==> src/core/scfg_pkg.sv <==
// Package for the slot capability configuration bits
`default_nettype none
package scfg_pkg;
    // Field positions inside the downstream port general control word
    localparam int SCFG_AIP_BIT = 11;
    localparam int SCFG_MRL_BIT = 10;
    localparam int SCFG_PCP_BIT = 9;
    localparam int SCFG_ABP_BIT = 8;
    localparam int SCFG_SLOT_BIT = 7;
    localparam int SCFG_PFIP_BIT = 6;
    localparam int SCFG_LSB = 6;
    localparam int SCFG_WIDTH = 6;
    // Fixed reset value of the registered power fault output
    localparam logic SCFG_RST_ZERO = 1'h0;
    // Slot hardware description carried as one bundle
    typedef struct packed {
        logic attention_indicator_present_cfg;
        logic latch_sensor_present_cfg;
        logic power_controller_present_cfg;
        logic attention_button_present_cfg;
        logic slot_implemented_cfg;
        logic power_fault_input_present_cfg;
    } scfg_bits_t;
    // Software write request into the general control word
    typedef struct packed {
        logic wr_en;
        logic [3:0] byte_en;
        logic [31:0] data;
    } scfg_wr_t;
endpackage : scfg_pkg
`default_nettype wire

==> src/core/scfg_slot_bits.sv <==
// Slot capability configuration bits 11..6 of the general control word
`default_nettype none
module scfg_slot_bits
    import scfg_pkg::*;
(
    input wire logic clk_i, // 25 MHz clock
    input wire logic sys_rst_i, // Fundamental reset, sync active high
    input wire logic downstream_port_strap_pin_i, // Per-port strap pin
    input wire logic power_fault_pin_i, // Power fault input pin
    input wire scfg_wr_t cfg_wr_i, // Config space write
    input wire logic eeprom_load_i, // EEPROM load strobe
    input wire scfg_bits_t eeprom_data_i, // Bits read from EEPROM
    output var scfg_bits_t slot_cfg_o, // Current bits to capability regs
    output logic [31:0] cfg_rdata_o, // Read view, bits 11..6 only
    output logic power_fault_o // Qualified power fault
);
    // Byte lane holding bits 11..8, and the one holding bits 7..6
    localparam int BYTE_W = 8;
    localparam int LANE_HI = SCFG_AIP_BIT / BYTE_W;
    localparam int LANE_LO = SCFG_PFIP_BIT / BYTE_W;

    // Strap pin synchroniser, first and second stage
    logic strap_s1_r, strap_s2_r, strap_s1_nxt, strap_s2_nxt;
    // Power fault pin synchroniser, first and second stage
    logic pf_s1_r, pf_s2_r, pf_s1_nxt, pf_s2_nxt;
    // Set through reset so the strap is taken once after release
    logic strap_pend_r, strap_pend_nxt;
    // Configuration bits, one per slot hardware feature
    scfg_bits_t bits_r, bits_nxt;
    // Registered fault output, gated by the present bit
    logic pf_out_r, pf_out_nxt;

    // The field must fit the word the read view returns
    if (SCFG_LSB + SCFG_WIDTH > $bits(cfg_rdata_o)) begin : g_chk_span
        $error("Slot field does not fit the control word");
    end
    // The bundle must carry exactly one bit per field position
    if ($bits(scfg_bits_t) != SCFG_WIDTH) begin : g_chk_size
        $error("Slot bundle width differs from field width");
    end
    // Bit positions must follow the bundle order, MSB first
    if (SCFG_PFIP_BIT != SCFG_LSB ||
        SCFG_AIP_BIT != SCFG_LSB + SCFG_WIDTH - 1) begin : g_chk_pos
        $error("Field positions disagree with bundle order");
    end

    // A lane of a software write that no load overrides this cycle
    function automatic logic lane_wr(input scfg_wr_t wr, input logic ld,
            input int lane);
        return wr.wr_en && wr.byte_en[lane] && !ld;
    endfunction

    // Next state computation
    always_comb begin
        strap_s1_nxt = downstream_port_strap_pin_i;
        strap_s2_nxt = strap_s1_r;
        pf_s1_nxt = power_fault_pin_i;
        pf_s2_nxt = pf_s1_r;
        bits_nxt = bits_r;
        strap_pend_nxt = 1'h0;
        if (sys_rst_i) begin
            bits_nxt = '0;
            strap_pend_nxt = 1'h1;
        end else begin
            if (strap_pend_r) begin
                bits_nxt.slot_implemented_cfg = strap_s2_r;
            end
            if (eeprom_load_i) begin
                bits_nxt = eeprom_data_i;
            end else if (cfg_wr_i.wr_en) begin
                if (cfg_wr_i.byte_en[LANE_HI]) begin
                    bits_nxt.attention_indicator_present_cfg =
                        cfg_wr_i.data[SCFG_AIP_BIT];
                    bits_nxt.latch_sensor_present_cfg =
                        cfg_wr_i.data[SCFG_MRL_BIT];
                    bits_nxt.power_controller_present_cfg =
                        cfg_wr_i.data[SCFG_PCP_BIT];
                    bits_nxt.attention_button_present_cfg =
                        cfg_wr_i.data[SCFG_ABP_BIT];
                end
                if (cfg_wr_i.byte_en[LANE_LO]) begin
                    bits_nxt.slot_implemented_cfg =
                        cfg_wr_i.data[SCFG_SLOT_BIT];
                    bits_nxt.power_fault_input_present_cfg =
                        cfg_wr_i.data[SCFG_PFIP_BIT];
                end
            end
        end
        // fault pin used only when enabled
        pf_out_nxt = sys_rst_i ? SCFG_RST_ZERO :
            (bits_r.power_fault_input_present_cfg & pf_s2_r);
    end

    // Register stage
    always_ff @(posedge clk_i) begin
        strap_s1_r <= strap_s1_nxt;
        strap_s2_r <= strap_s2_nxt;
        pf_s1_r <= pf_s1_nxt;
        pf_s2_r <= pf_s2_nxt;
        strap_pend_r <= strap_pend_nxt;
        bits_r <= bits_nxt;
        pf_out_r <= pf_out_nxt;
    end

    assign slot_cfg_o = bits_r;
    assign power_fault_o = pf_out_r;

    // Read view: other bits of the word belong elsewhere
    always_comb begin
        cfg_rdata_o = '0;
        cfg_rdata_o[SCFG_LSB +: SCFG_WIDTH] = bits_r;
    end

    // Assertions
    // reset clears bits
    a_reset_clears: assert property (@(posedge clk_i)
        sys_rst_i |=> bits_r == '0)
        else $error("Reset did not clear slot bits");
    a_strap_default: assert property (@(posedge clk_i)
        disable iff (sys_rst_i)
        strap_pend_r && !eeprom_load_i && !cfg_wr_i.wr_en
        |=> bits_r.slot_implemented_cfg == $past(strap_s2_r))
        else $error("Slot bit did not take strap level");
    a_eeprom_load: assert property (@(posedge clk_i)
        disable iff (sys_rst_i)
        eeprom_load_i |=> bits_r == $past(eeprom_data_i))
        else $error("EEPROM value not loaded");
    a_aip_write: assert property (@(posedge clk_i)
        disable iff (sys_rst_i)
        cfg_wr_i.wr_en && cfg_wr_i.byte_en[1] && !eeprom_load_i
        |=> cfg_rdata_o[SCFG_AIP_BIT] == $past(cfg_wr_i.data[SCFG_AIP_BIT]))
        else $error("Attention indicator write lost");
    a_mrl_write: assert property (@(posedge clk_i)
        disable iff (sys_rst_i)
        cfg_wr_i.wr_en && cfg_wr_i.byte_en[1] && !eeprom_load_i
        |=> slot_cfg_o.latch_sensor_present_cfg
            == $past(cfg_wr_i.data[SCFG_MRL_BIT]))
        else $error("Latch sensor write lost");
    a_slot_write: assert property (@(posedge clk_i)
        disable iff (sys_rst_i)
        cfg_wr_i.wr_en && cfg_wr_i.byte_en[0] && !eeprom_load_i
        |=> slot_cfg_o.slot_implemented_cfg
            == $past(cfg_wr_i.data[SCFG_SLOT_BIT]))
        else $error("Slot implemented write lost");
    a_pf_gate: assert property (@(posedge clk_i)
        disable iff (sys_rst_i)
        !bits_r.power_fault_input_present_cfg |=> !power_fault_o)
        else $error("Power fault passed while disabled");
    a_hold_idle: assert property (@(posedge clk_i)
        disable iff (sys_rst_i)
        !eeprom_load_i && !cfg_wr_i.wr_en && !strap_pend_r
        |=> $stable(bits_r))
        else $error("Bits changed without a write");
    a_cap_follow: assert property (@(posedge clk_i)
        disable iff (sys_rst_i)
        lane_wr(cfg_wr_i, eeprom_load_i, LANE_HI)
        |=> slot_cfg_o.attention_indicator_present_cfg
            == $past(cfg_wr_i.data[SCFG_AIP_BIT]))
        else $error("Capability field missed attention bit");
    a_pcp_write: assert property (@(posedge clk_i)
        disable iff (sys_rst_i)
        lane_wr(cfg_wr_i, eeprom_load_i, LANE_HI)
        |=> slot_cfg_o.power_controller_present_cfg
            == $past(cfg_wr_i.data[SCFG_PCP_BIT]))
        else $error("Power controller write lost");
    a_abp_write: assert property (@(posedge clk_i)
        disable iff (sys_rst_i)
        lane_wr(cfg_wr_i, eeprom_load_i, LANE_HI)
        |=> slot_cfg_o.attention_button_present_cfg
            == $past(cfg_wr_i.data[SCFG_ABP_BIT]))
        else $error("Attention button write lost");
    a_pfip_write: assert property (@(posedge clk_i)
        disable iff (sys_rst_i)
        lane_wr(cfg_wr_i, eeprom_load_i, LANE_LO)
        |=> slot_cfg_o.power_fault_input_present_cfg
            == $past(cfg_wr_i.data[SCFG_PFIP_BIT]))
        else $error("Power fault present write lost");
    a_pf_pass: assert property (@(posedge clk_i)
        disable iff (sys_rst_i)
        bits_r.power_fault_input_present_cfg && pf_s2_r |=> power_fault_o)
        else $error("Power fault lost while enabled");
    // Coverage of the main scenarios
    c_eeprom: cover property (@(posedge clk_i) eeprom_load_i);
    // Strap taken as slot default right after release
    c_strap: cover property (@(posedge clk_i)
        !sys_rst_i && strap_pend_r && strap_s2_r);
    // Load and write in one cycle, the load wins
    c_load_write: cover property (@(posedge clk_i)
        eeprom_load_i && cfg_wr_i.wr_en);
    c_write: cover property (@(posedge clk_i)
        cfg_wr_i.wr_en && cfg_wr_i.byte_en[1]);
    c_fault: cover property (@(posedge clk_i) power_fault_o);
endmodule : scfg_slot_bits
`default_nettype wire

==> config.mk <==
export PLATFORM = sky130hd
export DESIGN_NAME = scfg_slot_bits
export DESIGN_NICKNAME = d
export VERILOG_FILES = /design/src/core/scfg_pkg.sv /design/src/core/scfg_slot_bits.sv
export SDC_FILE = /design/constraint.sdc
export NUM_CORES = 1
export LEC_CHECK = 0
export BUFFER_PORTS_ARGS = -buffer_cell sky130_fd_sc_hd__buf_4
export CORE_MARGIN = 4
export CORE_UTILIZATION = 33
export CTS_CLUSTER_SIZE = 10
export DETAILED_ROUTE_END_ITERATION = 8
export GPL_ROUTABILITY_DRIVEN = 1
export PLACE_DENSITY = 0.8
export SKIP_LAST_GASP = 1
export SYNTH_ARGS = -nofsm -noshare
export SYNTH_HDL_FRONTEND = slang
export SYNTH_SLANG_ARGS = --single-unit
==> constraint.sdc <==
create_clock -name clk_i -period 1.9 [get_ports clk_i]
set_input_delay 0.57 -clock clk_i [delete_from_list [all_inputs] [get_ports clk_i]]
set_output_delay 0.57 -clock clk_i [all_outputs]
set_load 0.02 [all_outputs]
==> metrics.md <==
| Metric | Value |
|---|---|
| Die W | 53.21 um |
| Post-DR vias/cell | 3.846 |
| N_diodes | 0 |
| H-tree levels | 1 |
| Max-Cap Viols | 0 |
| CP endpoint kind | primary output |
| Worst Path Required | 1.33 ns |
| Antenna violations before repair | 0 |
| Worst skew pair latency | 0.26 ns |
| Synth cell types | 14 |
| Post-Route Skew | 0.004300 ns |
| Post-layout minimum cycle time | 1.382 ns |
| Syn avg cell area | 8.992 sq um |
| Final worst slack | 0.5183 ns |
| Internal | 446.9 uW |
| Yosys warning count | 0 |
| Total number of vias | 500 |
| RR Startpoint | cfg_rdata_o[7] |
| Final Hold Fails | 0 |
| Sw Pwr | 188.9 uW |
| Routability cong. | 0.6023 |
| R2R Path End | cfg_rdata_o[7] |
| Starting Density | 34.73% |
| Total GRT Usage | 8.012% |
| Die Y | 53.21 um |
| Avg WL per Cell | 9.662 um |
| Num CTS Buffers | 3 |
| Clock root buffer | clkbuf_4 |
| Status | finished, final reports clean |
| Pin count of the biggest net entering global routing | 13 |
| Initial DRT Pass Iterations | 2 |
| Synth-to-Final Area Change | 23.75% |
| Seq cells post-synth | 12 |
| R2r setup slk | 0.99 ns |
| Cell area after synthesis | 674.4 sq um |
| P per Cell Area | 761.9 nW/um^2 |
| Clock transition at the registers of the reported paths | 0.07 ns |
| Post-cts hold buffer count | 0 |
| Worst slack at placement | 0.5727 ns |
| Fin nets | 152 |
| Crit-path max cell delay | 0.38 ns |
| Setup_tns | 0 ns |
| Non-Filler Instances | 130 |
| Placed Cells | 126 |
| R2R depth | 3 |
| Grt ovf | 0 |
| Static Leakage | 0.0004420 uW |
| Slowest stage cell, crit path | dfxtp_1 |
| 1st-iter DRT viols | 1 |
| Final Max Slew Viols | 0 |
| Sequential share of the synthesized area | 35.62% |
| Post-CTS Setup Bufs | 0 |
| Logic pwr share | 25.8% |
| Num rows | 16 |
| TritonCTS clock tree | built |
| Most common cell after layout, fill and taps aside | buf_4 |
| Layout cells sized above 1 | 40.78% |
| Detailed Route WL | 1256 um |
| PostCTS Resize Cnt | 0 |
| Most frequent cells in the layout | buf_4, conb_1, dfxtp_1 |
| Vias in the first global route | 400 |
| First-pass GRT wire length | 1649 um |
| Clock Power Share | 30.8% |
| WP depth | 1 |
| Design Area, Final | 834.6 sq um |
| Critical path capture point | slot_cfg_o[0] |
| Clock sink count | 12 |
| Cell Area, Placed | 798.3 sq um |
| Core area | 1942 sq um |
| CP Launch Type | register |
| CP startpoint | cfg_rdata_o[6] |
| Post-Synthesis Cells | 75 |
| Top Family by Delay on Critical Path | flip-flops |
| Die Area | 2831 sq um |
| CP bufs+invs | 1 |
| CTS max path bufs | 2 |
| IO Count | 87 |
| Sw frac | 29.71% |
| Final ANT Viol Nets | 0 |
| Endpoints failing setup | 0 |
| CP Data Arrival Time | 0.81 ns |
| Total Power | 635.8 uW |
| Fmax achieved | 723.7 MHz |
| RSZ-0062 raised after global routing | no |
| DRC | 0 |
| Worst Path Max Fanout | 4 |
| Fin crit share | 72.72% |
| Worst-path cell chain | buf_4 |
| Hold WC Path Type | register to register |
| Flop pwr share | 43.4% |
| Detailed Place HPWL | 1063 um |
| Port buffer count | 32 |
| Maximum vdd drop | 532.6 uV |
| Setup Crit Path Kind | register to primary output |
-- cell usage after synthesis --
| cell type | n | area share, % |
|---|---|---|
| a211o_1 | 1 | 1.3 |
| and3b_1 | 1 | 1.3 |
| nor2_1 | 1 | 0.56 |
| and3_2 | 5 | 5.6 |
| dfxtp_1 | 12 | 36 |
| a21oi_2 | 1 | 1.3 |
| buf_4 | 32 | 36 |
| mux2i_1 | 1 | 1.5 |
| nand2_1 | 4 | 2.2 |
| conb_1 | 1 | 0.56 |
| nor3_1 | 5 | 3.7 |
| a211oi_1 | 5 | 5.6 |
| nor2b_1 | 5 | 4.6 |
| clkbuf_1 | 1 | 0.56 |
-- layout make-up --
| type | count | area [sq um] |
|---|---|---|
| fill | 192 | 1107 |
| multi-input combinational | 55 | 284.0 |
| sequential | 12 | 240.2 |
| timing repair buffer | 32 | 240.2 |
| clock buffer | 4 | 36.28 |
| tap | 27 | 33.78 |
-- kinds of logic after synthesis --
family | Yosys count | synth area share, %
multiplexers | 1 | 1.484
AO/OA/AOI/OAI | 7 | 8.164
other | 1 | 0.5561
buffers and inverters | 33 | 36.18
AND/OR/NAND/NOR | 21 | 18.00
flip-flops | 12 | 35.62
-- routing by layer --
layer	up-vias	global-route usage (%)	part of all wire [%]
met5	-	0	0
li1	251	-	-
met4	0	0	0
met3	0	4.507	17
met2	39	14.49	46
met1	210	8.503	36
-- flip-flops by register name, summed over array words and instances (netlist names) --
register,count
strap_pend_r,1
strap_s1_r,1
power_fault_o,1
pf_s2_r,1
cfg_rdata_o,6
strap_s2_r,1
pf_s1_r,1
-- through the flow --
| stage | hold slack (ns) | util [%] |
|---|---|---|
| floorplan | 0.3096 | - |
| global placement | 0.3106 | 41.11 |
| detailed placement | 0.3121 | 41.11 |
| CTS | 0.3307 | 42.98 |
| global route | 0.3469 | 42.98 |
| finish | 0.3305 | 42.98 |
-- worst min-delay path by stage --
stage	start	end	slack, ns	cells after the start
after floorplan	pf_s1_r	pf_s2_r	0.31	0
after global placement	pf_s1_r	pf_s2_r	0.31	0
after detailed placement	strap_s1_r	strap_s2_r	0.31	0
after CTS	strap_s1_r	strap_s2_r	0.33	0
after global routing	pf_s1_r	pf_s2_r	0.35	0
final	pf_s1_r	pf_s2_r	0.33	0
-- power by group through the flow --
stage	clock network (uW)	registers, uW	logic (uW)
final	196	276	164
after global routing	222	279	177
after CTS	208	276	164
after detailed placement	0	282	164
after floorplan	0	293	137
after global placement	0	282	162
Note: power is estimated with default switching activity, not from simulation.
